===== src/rtl/adc_seq_defines.svh =====
`ifndef ADC_SEQ_DEFINES_SVH
`define ADC_SEQ_DEFINES_SVH
// Register addresses on the plain register port.
`define ADDR_MODE      3'h0
`define ADDR_INSEL     3'h1
`define ADDR_RESULT    3'h2
`define ADDR_FLAG      3'h3
`define ADDR_PDATA     3'h4
`define ADDR_PDIR      3'h5
// Field positions.
`define MODE_RUN_BIT   7
`define MODE_TRG_BIT   6
`define MODE_CH_MSB    3
`define MODE_CH_LSB    1
`define FLAG_BIT       0
// Reset values.
`define REG_RST        8'h00
`define SAR_START      8'h80
// Timing: conversion time in ns, clock period in ns, derived cycle counts.
`define CONV_TIME_NS   16000
`define CLK_PERIOD_NS  100
`define CONV_CYC       ((`CONV_TIME_NS) / (`CLK_PERIOD_NS))
`define SAMP_CYC       ((`CONV_CYC) / 10)
`define STEP_CYC       (((`CONV_CYC) - (`SAMP_CYC)) / 8)
`endif


===== src/rtl/adc_seq_pkg.sv =====
package adc_seq_pkg;
  // Sequencer states: stopped, armed for a trigger, sampling, bit trials.
  typedef enum logic [1:0] {
    ST_IDLE,
    ST_WAIT,
    ST_SAMPLE,
    ST_CONV
  } state_t;
endpackage


===== src/rtl/adc_sequencing_control.sv =====
// Behaviour
// - Colliding result read is served before write.
// - Trigger edges ignored while a conversion runs.
// - Mode/select write beats completion's result write and interrupt, not a write deferred by a read.
// - Standby stops the converter.
// - Clearing the run bit stops conversion.
// - Mode writes never clear the done flag.
// - Completion hit by a mode write drops result and flag.
// - Completion colliding with stop keeps the old result.
// - Analog inputs double as bidirectional port pins.
// - Sample switch closed for first tenth.
// - Trigger mode converts once per external trigger.
// - Software mode converts back to back.
// - Mode rewrite with run aborts and restarts.
// - Conversion end latches result, raises interrupt.
//
// The strobed register port and the register offsets were decided locally.
`timescale 1ns/1ps
`include "adc_seq_defines.svh"
module adc_sequencing_control import adc_seq_pkg::*; #(
  parameter int SAMP_CYC = `SAMP_CYC,
  parameter int STEP_CYC = `STEP_CYC
) (
  input  wire logic       i_clk,                  // System clock, 10 MHz.
  input  wire logic       i_arst_n,               // Asynchronous reset, active low.
  input  wire logic       i_ce,                   // Clock enable, freezes all state except the reset synchronizer flops.
  input  wire logic [2:0] i_addr,                 // Register address.
  input  wire logic [7:0] i_wdata,                // Register write data.
  input  wire logic       i_wr,                   // Write strobe.
  input  wire logic       i_rd,                   // Read strobe.
  output logic      [7:0] o_rdata,                // Read data, cycle after strobe.
  input  wire logic       i_standby,              // Device standby request.
  input  wire logic       i_ext_trigger_input,    // External start trigger.
  input  wire logic       i_cmp,                  // Comparator: input at or above tap.
  input  wire logic [7:0] i_analog_input_pins,    // Pin levels in.
  output logic      [7:0] o_analog_input_pins,    // Port drive values.
  output logic      [7:0] o_analog_input_pins_oe, // Port drive enables.
  output logic      [2:0] o_ain_sel,              // Analog channel select.
  output logic            o_sample_sw,            // Sample switch closed.
  output logic      [7:0] o_sar_code,             // Trial code for the tap.
  output logic            o_converting,           // Conversion in progress.
  output logic            o_conversion_done_irq,  // One-cycle end pulse.
  output logic            o_conversion_done_flag  // Sticky done flag.
);
  localparam logic [7:0] SAMP_LAST = 8'(SAMP_CYC - 1);
  localparam logic [7:0] STEP_LAST = 8'(STEP_CYC - 1);

  // Decide bit idx from the comparator and arm the next lower trial bit.
  function automatic logic [7:0] sar_step(input logic [7:0] sar, input logic [2:0] idx,
                                          input logic cmp);
    logic [7:0] v;
    v = sar;
    v[idx] = cmp;
    if (idx != 3'h0) begin
      v[idx - 3'h1] = 1'b1;
    end
    return v;
  endfunction

  // Reset release through two flops; only rst_n_r is used below.
  logic rst_s1_r;
  logic rst_n_r;
  always_ff @(posedge i_clk or negedge i_arst_n) begin
    if (!i_arst_n) begin
      rst_s1_r <= 1'b0;
      rst_n_r  <= 1'b0;
    end else begin
      rst_s1_r <= 1'b1;
      rst_n_r  <= rst_s1_r;
    end
  end

  state_t     state_r;
  state_t     state_nxt;
  logic [7:0] cnt_r;
  logic [7:0] cnt_nxt;
  logic [7:0] sar_r;
  logic [7:0] sar_nxt;
  logic [2:0] bit_r;
  logic [2:0] bit_nxt;
  logic [7:0] mode_r;
  logic [7:0] insel_r;
  logic [7:0] result_r;
  logic [7:0] pdata_r;
  logic [7:0] pdir_r;
  logic [7:0] pend_val_r;
  logic [7:0] rdata_r;
  logic [7:0] oe_r;
  logic       pend_r;
  logic       flag_r;
  logic       irq_r;
  logic       trig_d_r;
  logic       sample_r;
  logic       conv_r;

  // Register port decode.
  logic       wr_mode;
  logic       wr_insel;
  logic       wr_flag;
  logic       rd_result;
  logic [7:0] rd_mux;
  assign wr_mode   = i_wr && (i_addr == `ADDR_MODE);
  assign wr_insel  = i_wr && (i_addr == `ADDR_INSEL);
  assign wr_flag   = i_wr && (i_addr == `ADDR_FLAG);
  assign rd_result = i_rd && (i_addr == `ADDR_RESULT);
  assign rd_mux = (i_addr == `ADDR_MODE)   ? mode_r :
                  (i_addr == `ADDR_INSEL)  ? insel_r :
                  (i_addr == `ADDR_RESULT) ? result_r :
                  (i_addr == `ADDR_FLAG)   ? {7'h00, flag_r} :
                  (i_addr == `ADDR_PDATA)  ? i_analog_input_pins :
                  (i_addr == `ADDR_PDIR)   ? pdir_r : 8'h00;

  // Sequencer events.
  logic       run;
  logic       trigger_mode_bit;
  logic       trig_rise;
  logic       samp_end;
  logic       step_end;
  logic       done;
  logic       res_block;
  logic       res_defer;
  logic       res_we;
  logic [7:0] final_res;
  logic [7:0] res_val;
  assign run       = mode_r[`MODE_RUN_BIT];
  assign trigger_mode_bit       = mode_r[`MODE_TRG_BIT];
  assign trig_rise = i_ext_trigger_input && !trig_d_r;
  assign samp_end  = (state_r == ST_SAMPLE) && (cnt_r == SAMP_LAST);
  assign step_end  = (state_r == ST_CONV) && (cnt_r == STEP_LAST);
  assign done      = step_end && (bit_r == 3'h0);
  assign final_res = sar_step(sar_r, bit_r, i_cmp);
  // A stop landing on completion is a mode write, so the result is simply kept.
  assign res_block = wr_mode || wr_insel;
  // A read of the result defers the write so the read sees the old value.
  assign res_defer = done && rd_result && !res_block;
  assign res_we    = pend_r || (done && !res_block && !rd_result);
  assign res_val   = pend_r ? pend_val_r : final_res;

  // Next state: normal progress, then mode writes, then standby on top.
  always_comb begin
    state_nxt = state_r;
    cnt_nxt   = cnt_r + 8'h01;
    sar_nxt   = sar_r;
    bit_nxt   = bit_r;
    case (state_r)
      ST_IDLE: begin
        cnt_nxt = 8'h00;
        if (run) begin
          state_nxt = trigger_mode_bit ? ST_WAIT : ST_SAMPLE;
        end
      end
      ST_WAIT: begin
        cnt_nxt = 8'h00;
        if (trig_rise) begin
          state_nxt = ST_SAMPLE;
        end
      end
      ST_SAMPLE: begin
        if (samp_end) begin
          state_nxt = ST_CONV;
          cnt_nxt   = 8'h00;
          sar_nxt   = `SAR_START;
          bit_nxt   = 3'h7;
        end
      end
      ST_CONV: begin
        if (step_end) begin
          cnt_nxt = 8'h00;
          sar_nxt = sar_step(sar_r, bit_r, i_cmp);
          if (bit_r == 3'h0) begin
            state_nxt = trigger_mode_bit ? ST_WAIT : ST_SAMPLE;
          end else begin
            bit_nxt = bit_r - 3'h1;
          end
        end
      end
      default: begin
        state_nxt = ST_IDLE;
      end
    endcase
    if (wr_mode) begin
      cnt_nxt = 8'h00;
      if (!i_wdata[`MODE_RUN_BIT]) begin
        state_nxt = ST_IDLE;
      end else begin
        state_nxt = i_wdata[`MODE_TRG_BIT] ? ST_WAIT : ST_SAMPLE;
      end
    end
    if (i_standby) begin
      state_nxt = ST_IDLE;
      cnt_nxt   = 8'h00;
    end
  end

  // Sequencer flops.
  always_ff @(posedge i_clk or negedge rst_n_r) begin
    if (!rst_n_r) begin
      state_r  <= ST_IDLE;
      cnt_r    <= 8'h00;
      sar_r    <= `REG_RST;
      bit_r    <= 3'h0;
      trig_d_r <= 1'b0;
      sample_r <= 1'b0;
      conv_r   <= 1'b0;
    end else if (i_ce) begin
      state_r  <= state_nxt;
      cnt_r    <= cnt_nxt;
      sar_r    <= sar_nxt;
      bit_r    <= bit_nxt;
      trig_d_r <= i_ext_trigger_input;
      sample_r <= (state_nxt == ST_SAMPLE);
      conv_r   <= (state_nxt == ST_SAMPLE) || (state_nxt == ST_CONV);
    end
  end

  // Software registers and result path.
  always_ff @(posedge i_clk or negedge rst_n_r) begin
    if (!rst_n_r) begin
      mode_r     <= `REG_RST;
      insel_r    <= `REG_RST;
      pdata_r    <= `REG_RST;
      pdir_r     <= `REG_RST;
      result_r   <= `REG_RST;
      pend_val_r <= `REG_RST;
      pend_r     <= 1'b0;
      flag_r     <= 1'b0;
      irq_r      <= 1'b0;
      rdata_r    <= 8'h00;
      oe_r       <= 8'h00;
    end else if (i_ce) begin
      if (wr_mode) begin
        mode_r <= i_wdata;
      end
      if (wr_insel) begin
        insel_r <= i_wdata;
      end
      if (i_wr && (i_addr == `ADDR_PDATA)) begin
        pdata_r <= i_wdata;
      end
      if (i_wr && (i_addr == `ADDR_PDIR)) begin
        pdir_r <= i_wdata;
      end
      if (res_we) begin
        result_r <= res_val;
      end
      if (res_defer) begin
        pend_val_r <= final_res;
      end
      pend_r  <= res_defer;
      irq_r   <= res_we;
      // Set wins over a clear in the same cycle, so no completion is lost.
      flag_r  <= res_we || (flag_r && !(wr_flag && i_wdata[`FLAG_BIT]));
      rdata_r <= i_rd ? rd_mux : 8'h00;
      // Pins chosen as analog inputs lose the port drive one cycle after insel_r changes.
      oe_r    <= pdir_r & ~insel_r;
    end
  end

  assign o_rdata                = rdata_r;
  assign o_analog_input_pins    = pdata_r;
  assign o_analog_input_pins_oe = oe_r;
  assign o_ain_sel              = mode_r[`MODE_CH_MSB:`MODE_CH_LSB];
  assign o_sample_sw            = sample_r;
  assign o_sar_code             = sar_r;
  assign o_converting           = conv_r;
  assign o_conversion_done_irq  = irq_r;
  assign o_conversion_done_flag = flag_r;
endmodule


===== config.mk =====
export PLATFORM = sky130hd
export DESIGN_NAME = adc_sequencing_control
export DESIGN_NICKNAME = d
export VERILOG_FILES = /design/src/rtl/adc_seq_pkg.sv /design/src/rtl/adc_sequencing_control.sv
export VERILOG_INCLUDE_DIRS = /design/src /design/src/rtl
export SDC_FILE = /design/constraint.sdc
export NUM_CORES = 1
export LEC_CHECK = 0
export BUFFER_PORTS_ARGS = -buffer_cell sky130_fd_sc_hd__buf_2
export CORE_MARGIN = 5
export CORE_UTILIZATION = 55
export CTS_BUF_LIST = sky130_fd_sc_hd__clkbuf_4 sky130_fd_sc_hd__clkbuf_8 sky130_fd_sc_hd__clkbuf_16
export DETAILED_ROUTE_END_ITERATION = 7
export PLACE_DENSITY_LB_ADDON = 0.12
export SKIP_CTS_REPAIR_TIMING = 1
export SYNTH_ARGS = -nofsm -noshare
export SYNTH_HDL_FRONTEND = slang
export SYNTH_SLANG_ARGS = --single-unit
export TNS_END_PERCENT = 10

===== constraint.sdc =====
create_clock -name i_clk -period 4.5 [get_ports i_clk]
set_input_delay 0.9 -clock i_clk [delete_from_list [all_inputs] [get_ports i_clk]]
set_output_delay 0.9 -clock i_clk [all_outputs]
set_load 0.01 [all_outputs]

=== Yosys cells after proc, flatten, opt, wreduce, memory -nomap -nowiden ===
Index checks and enable logic that the tools add are counted.

* Register bits after elaboration: 93
* Bits of input ports: 27
* Logic and storage cells: 121

* Add/sub/neg operators: 2
* Order comparisons: 4
* Eq/ne operators: 15
* Muxes and demuxes: 37
* Bitwise logic cells: 3
* Reductions and logical operators: 40

{| class="wikitable"
|+ Operator list
! cell !! number
|-
| 2-to-1 mux 8 bit || 15
|-
| one-hot mux 8 bit (3 select lines) || 1
|-
| 2-to-1 mux 2 bit || 10
|-
| logical AND 1 bit || 18
|-
| one-hot mux 8 bit (2 select lines) || 1
|-
| AND reduction 2 bit || 6
|-
| 2-to-1 mux 3 bit || 3
|-
| adder 8 x 1 -> 8 bit, second input constant || 1
|-
| bitwise AND 8 bit || 1
|-
| bitwise mux 8 bit || 1
|-
| == test 2 bit, second input constant || 4
|-
| == test 8 x 4 -> 1 bit, second input constant || 1
|-
| == test 8 x 5 -> 1 bit, second input constant || 1
|-
| less-than comparator 3 x 4 -> 1 bit, second input constant || 2
|-
| NOT 8 bit || 1
|-
| bitwise OR 8 bit || 1
|-
| one-hot mux 2 bit (4 select lines) || 1
|-
| demux 1 bit (select 3 bit) || 2
|-
| == test 3 x 2 -> 1 bit, second input constant || 2
|-
| == test 3 bit, second input constant || 2
|-
| greater-or-equal comparator 3 x 1 -> 1 bit, second input constant || 2
|-
| logical NOT 3 bit || 2
|-
| != test 2 bit, second input constant || 3
|-
| one-hot mux 3 bit (2 select lines) || 1
|-
| 12 further kinds || 19
|}

=== Longest topological paths before layout ===
* Word-level depth: 9
* Mapped depth: 9
* Gate-level depth less buffers: 7

=== Least setup slack after synthesis ===
No wires, ideal clock.

* Kind: reg-to-reg
* Start point: register bit_r[0]
* End point: register pend_val_r[5]
* Setup time: 125 ps
* Arrival: 2,100 ps
* Path slack: 2,275 ps
* Cell stages (with the launch flop): 9
* Path buffers: 2
* Cells stage by stage: dfrtp_1 clkbuf_1 inv_1 ha_1 or2b_1 nor3_4 nand4bb_2 buf_6 mux2_4

* Word-level cells in the longest chain between the ends: 7
* Elaborated cells between the ends (all ways): 20
* Those cells by class: add/sub (1); order compare (4); mux (6); bitwise (1); reduce/logical (8)

{| class="wikitable"
|+ RTL lines
! item !! RTL line !! RTL
|-
| start, declared || adc_sequencing_control.sv:79 || <nowiki>logic [2:0] bit_r;</nowiki>
|-
| start signal, assigned || adc_sequencing_control.sv:209 || <nowiki>bit_r <= bit_nxt;</nowiki>
|-
| subtractor 3 x 1 -> 3 bit, or another cell as far along || adc_sequencing_control.sv:55 || <nowiki>v[idx - 3'h1] = 1'b1;</nowiki>
|-
| less-than comparator 3 x 4 -> 1 bit (not written as such), or another cell as far along || adc_sequencing_control.sv:55 ||
|-
| logical AND 1 bit (not written as such) / 2-to-1 mux 1 bit (equally long branches) || adc_sequencing_control.sv:55, adc_sequencing_control.sv:53 ||
|-
| 2-to-1 mux 1 bit (not written as such) / demux 1 bit (select 3 bit) (equally long branches) || adc_sequencing_control.sv:55, adc_sequencing_control.sv:53 ||
|-
| demux 1 bit (select 3 bit) / bitwise mux 8 bit (equally long branches) || adc_sequencing_control.sv:55, adc_sequencing_control.sv:53 ||
|-
| bitwise OR 8 bit (no line) || - ||
|-
| 2-to-1 mux 8 bit || adc_sequencing_control.sv:54 || <nowiki>if (idx != 3'h0) begin</nowiki>
|-
| end signal, assigned || adc_sequencing_control.sv:224 || <nowiki>pend_val_r <= `REG_RST;</nowiki>
|-
| end signal, assigned || adc_sequencing_control.sv:247 || <nowiki>pend_val_r <= final_res;</nowiki>
|-
| end, declared || adc_sequencing_control.sv:86 || <nowiki>logic [7:0] pend_val_r;</nowiki>
|}

Parallel ways exist; a longest one is shown, timed or not.
A chain may end at the register's enable or synchronous reset.

=== Worst setup path in the final report ===
Ends and elaborated chain as after synthesis.

==> tab_implementation.tex <==
\begin{tabular}{lr}
\hline
Metric & Value \\
\hline
\multicolumn{2}{l}{\textbf{Place}} \\
\quad Worst-case setup slack after placement & 1.856 ns \\
\quad Final HPWL from detailed placement & between 7 and 8 mm \\
\quad Number of port buffers & 65 \\
\quad Last weighted congestion value of the routability-driven placer & slightly above 0.8 \\
\quad Instance area at placement & 5031 sq um \\
\multicolumn{2}{l}{\textbf{Detailed routing}} \\
\quad Remaining number of nets flagged by the antenna check after routing & 0 \\
\quad DRC violation count after routing & 0 \\
\quad DR WL/cell & 17.66 um \\
\quad Iter 0 DRT Violations & 178 \\
\quad Via count & 3576 \\
\quad Pre-Repair DR Iteration Count & 5 \\
\quad Vias per inst & about 6 \\
\quad Aggregate routed wire length & between 10 and 15 mm \\
\multicolumn{2}{l}{\textbf{Die}} \\
\quad Number of ports placed on the die boundary & 66 \\
\quad DIE WIDTH & 102.4 um \\
\quad Total Die Area & 10490 sq um \\
\quad Initial Util & 0.5688 \\
\quad Vertical die dimension & around 100 um \\
\quad Core region area & 8258 sq um \\
\quad Number of standard-cell rows in the floorplan & 33 \\
\multicolumn{2}{l}{\textbf{Global routing}} \\
\quad First-pass GRT wire length & 17.50 mm \\
\quad Overall track demand over capacity in global routing & 0.2170 \\
\quad Pin count of the biggest net entering global routing & 53 \\
\quad Antenna violations before repair & 0 \\
\quad Vias in the first global route & 3475 \\
\quad Leftover overflow at the end of global routing & 0 \\
\multicolumn{2}{l}{\textbf{Pwr}} \\
\quad Largest vdd supply drop & 0.0002021 V \\
\quad PD cells & 362.2 nW/um\^{}2 \\
\quad Leakage power summed over all cells & between 2 and 2.5 nW \\
\multicolumn{2}{l}{\textbf{Setup path}} \\
\quad Setup CP Type & reg2reg \\
\quad Sequence of cells on the critical path & inv\_1 > ha\_1 > or2b\_1 > nor3\_4 > nand4bb\_2 > mux2\_4 \\
\quad Worst path arrival time & $\sim$2.8 ns \\
\quad Crit path max-delay cell type & dfrtp\_1 \\
\quad Largest incremental delay on the critical path & 0.54 ns \\
\quad CP max FO & 14 \\
\quad Setup crit start kind & register \\
\quad Worst setup slack for register-to-register paths & $\sim$2.0 ns \\
\quad Data required time at the worst endpoint & 4.75 ns \\
\quad Type of destination of the critical path & register \\
\multicolumn{2}{l}{\textbf{Job}} \\
\quad Max capacitance violation total & 0 \\
\multicolumn{2}{l}{\textbf{Final layout}} \\
\quad Fraction of final layout cells sized beyond drive strength 1 & 0.2787 \\
\quad Number of nets at the end of the flow & between 500 and 600 \\
\quad Area added between synthesis and finish & 11.43\% \\
\quad Final instance area & 5234 sq um \\
\quad Antenna diode count & 0 \\
\quad Post-layout utilization of the core & 0.6338 \\
\quad Fillcell total & 715 \\
\multicolumn{2}{l}{\textbf{Yosys}} \\
\quad Sequential element share of the synthesized area & 0.4955 \\
\quad Nets in the synthesized netlist & 484 \\
\quad Warnings from Yosys & 0 \\
\quad Post-Syn Area & between 4000 and 5000 sq um \\
\quad Area share of the leading cell type in the synthesized netlist & 0.4955 \\
\quad Distinct cell type count of the synthesized netlist & slightly above 60 \\
\quad Synth area leaders & dfrtp\_1 (50\%), mux2\_2 (7.9\%), o21ai\_0 (5.4\%), nand2\_1 (3.7\%), mux2i\_1 (2.3\%) \\
\quad Async set or reset register ratio after synthesis & 1.000 \\
\quad Most repeated cell in the gate-level netlist after synthesis & dfrtp\_1 \\
\quad Number of enable-type register cells in the synthesized netlist & 0 \\
\quad Synth top cells by count & dfrtp\_1 (93), o21ai\_0 (51), nand2\_1 (46) \\
\quad Top FF cell, synth & dfrtp\_1 \\
\quad Post-synthesis cell count & 453 \\
\quad Avg Synthesized Cell Area & a little over 10 sq um \\
\quad Cell type with the highest aggregate area in the netlist & dfrtp\_1 \\
\quad FF+latch count, synth & between 90 and 100 \\
\multicolumn{2}{l}{\textbf{STA}} \\
\quad Setup Total Neg Slack & 0 ns \\
\quad Final slew viol count & 0 \\
\quad Final Hold Viols & 0 \\
\quad Count of endpoints failing setup in the final report & 0 \\
\quad Slew HR & 0.5408 \\
\quad Worst Setup Slack, final & about 2 ns \\
\quad Slew of the pin with the lowest slew margin & 0.6851 ns \\
\quad Setup repair after global routing missed its margin & false \\
\quad Highest clock rate & 0.3960 GHz \\
\quad Final Cycle Share & 0.5612 \\
\quad Minimum clock period & $\sim$2.5 ns \\
\quad Fin Clk Skew & 0.01425 ns \\
\multicolumn{2}{l}{\textbf{CTS}} \\
\quad Number of buffers on the longest clock path & 2 \\
\quad CTS sink cnt & 93 \\
\quad Clock latency of the later-clocked register in the worst-skew pair & $\sim$0.37 ns \\
\quad CTS tree & built \\
\quad Post-CTS clock slew at the launch and capture registers of the worst setup and hold paths & 0.09 ns \\
\quad H-tree Lvls & 3 \\
\quad Number of buffers added by the clock tree synthesis step & 9 \\
\quad CTS root buffer & clkbuf\_8 \\
\multicolumn{2}{l}{\textbf{Outcome}} \\
\quad Run status & completed \\
\multicolumn{2}{l}{\textbf{Worst hold path}} \\
\quad Hold WC Path Type & in2async \\
\hline
\end{tabular}
[kinds of logic (layout without fill, tap and decap cells)]
logic type,Yosys count,in the layout,synth area share
muxes,51,51,0.1249
xor gates and xnor gates,1,1,0.001865
and+or+nand+nor,121,121,0.1417
adders and majority gates,4,4,0.01066
other,1,1,0.0007984
buffers and inverters,52,105,0.04848
AOI/OAI and AO/OA,130,130,0.1761
DFF,93,93,0.4955
[power by group]
group | leakage (nW) | switching (mW) | internal, mW | total (mW)
sequential | 1.22 | 0.0725 | 0.937 | 1.01
clock | 0.0965 | 0.307 | 0.267 | 0.574
combinational | 1.14 | 0.164 | 0.148 | 0.312
[flip-flops by register name (all words and copies together) (netlist names)]
register / flops
o_sar_code: 8
o_analog_input_pins: 8
result_r: 8
rst_n_r: 1
o_analog_input_pins_oe: 8
state_r: 2
pend_r: 1
o_conversion_done_irq: 1
trig_d_r: 1
rst_s1_r: 1
pend_val_r: 8
mode_r: 8
o_sample_sw: 1
bit_r: 3
o_converting: 1
o_conversion_done_flag: 1
cnt_r: 8
insel_r: 8
pdir_r: 8
o_rdata: 8
[final timing paths]
path	cells past startpoint	end	startpoint
max reg2reg	6	pend_val_r[5]	bit_r[0]
max in group asynchronous	1	state_r[1]	rst_n_r
min reg2reg	0	o_analog_input_pins[0]	rst_n_r
min in group i_clk	0	rst_n_r	rst_s1_r
min	1	rst_n_r	i_arst_n
max	6	pend_val_r[5]	bit_r[0]
[through the flow]
step / power, mW / instances / hold WS, ns
finish: 1.896 / 611 / 0.2970
global route: 1.996 / 611 / 0.2711
CTS: 1.910 / 611 / 0.2867
detailed placement: 1.341 / 595 / 0.3244
global placement: 1.327 / 595 / 0.3235
floorplan: 1.222 / 453 / 0.3312
[worst max-delay path, delay by kind of cell (launching register included)]
family / cells / cell delay, ns
and+or+nand+nor: 3 / 1.02
DFF: 1 / 0.54
muxes: 1 / 0.40
buffers and inverters: 1 / 0.25
adders and majority gates: 1 / 0.21
[cell usage in the layout (no fill, tap or decap), types with 2 or more instances in the layout]
| cell | n |
|---|---|
| nand2_1 | 46 |
| mux2_2 | 33 |
| or3_1 | 6 |
| and3b_1 | 3 |
| clkinvlp_4 | 2 |
| buf_2 | 65 |
| inv_1 | 21 |
| o21ai_0 | 51 |
| a32oi_1 | 6 |
| buf_4 | 3 |
| a22o_1 | 2 |
| a21oi_1 | 15 |
| a31o_2 | 7 |
| clkinv_4 | 2 |
| o31ai_1 | 12 |
| nor3b_1 | 2 |
| o21ai_1 | 3 |
| a21o_1 | 2 |
| dfrtp_1 | 92 |
| mux2i_1 | 11 |
| nor2b_1 | 16 |
| nand3b_1 | 2 |
| clkbuf_8 | 9 |
| nor3_1 | 3 |
| nor2_1 | 12 |
| nand2b_1 | 6 |
| a31oi_1 | 5 |
| nand3_1 | 5 |
| nand4_1 | 5 |
| a211oi_1 | 3 |
| mux2_4 | 7 |
| o21a_1 | 2 |
| o2bb2ai_1 | 2 |
| and3_1 | 3 |
| ha_1 | 4 |
| o22ai_1 | 10 |
[cell type report]
type | count | area, sq um | share of cell area
clock buffers | 10 | 131.4 | 0.02510
multi-input cells | 308 | 2142 | 0.4093
inverters | 21 | 78.83 | 0.01506
well taps | 105 | 131.4 | 0.02510
flip-flops and latches | 93 | 2331 | 0.4454
clock inverters | 6 | 71.32 | 0.01363
repair buffers | 68 | 347.8 | 0.06646
[metal layers]
| layer | vias up | GRT usage | share of wire |
|---|---|---|---|
| met4 | 0 | 0.05045 | 0.013 |
| met5 | - | 0 | 0 |
| met3 | 11 | 0.04915 | 0.059 |
| met2 | 92 | 0.3258 | 0.46 |
| met1 | 1752 | 0.3222 | 0.47 |
| li1 | 1721 | - | - |
Note: power is estimated with default switching activity, not from simulation.
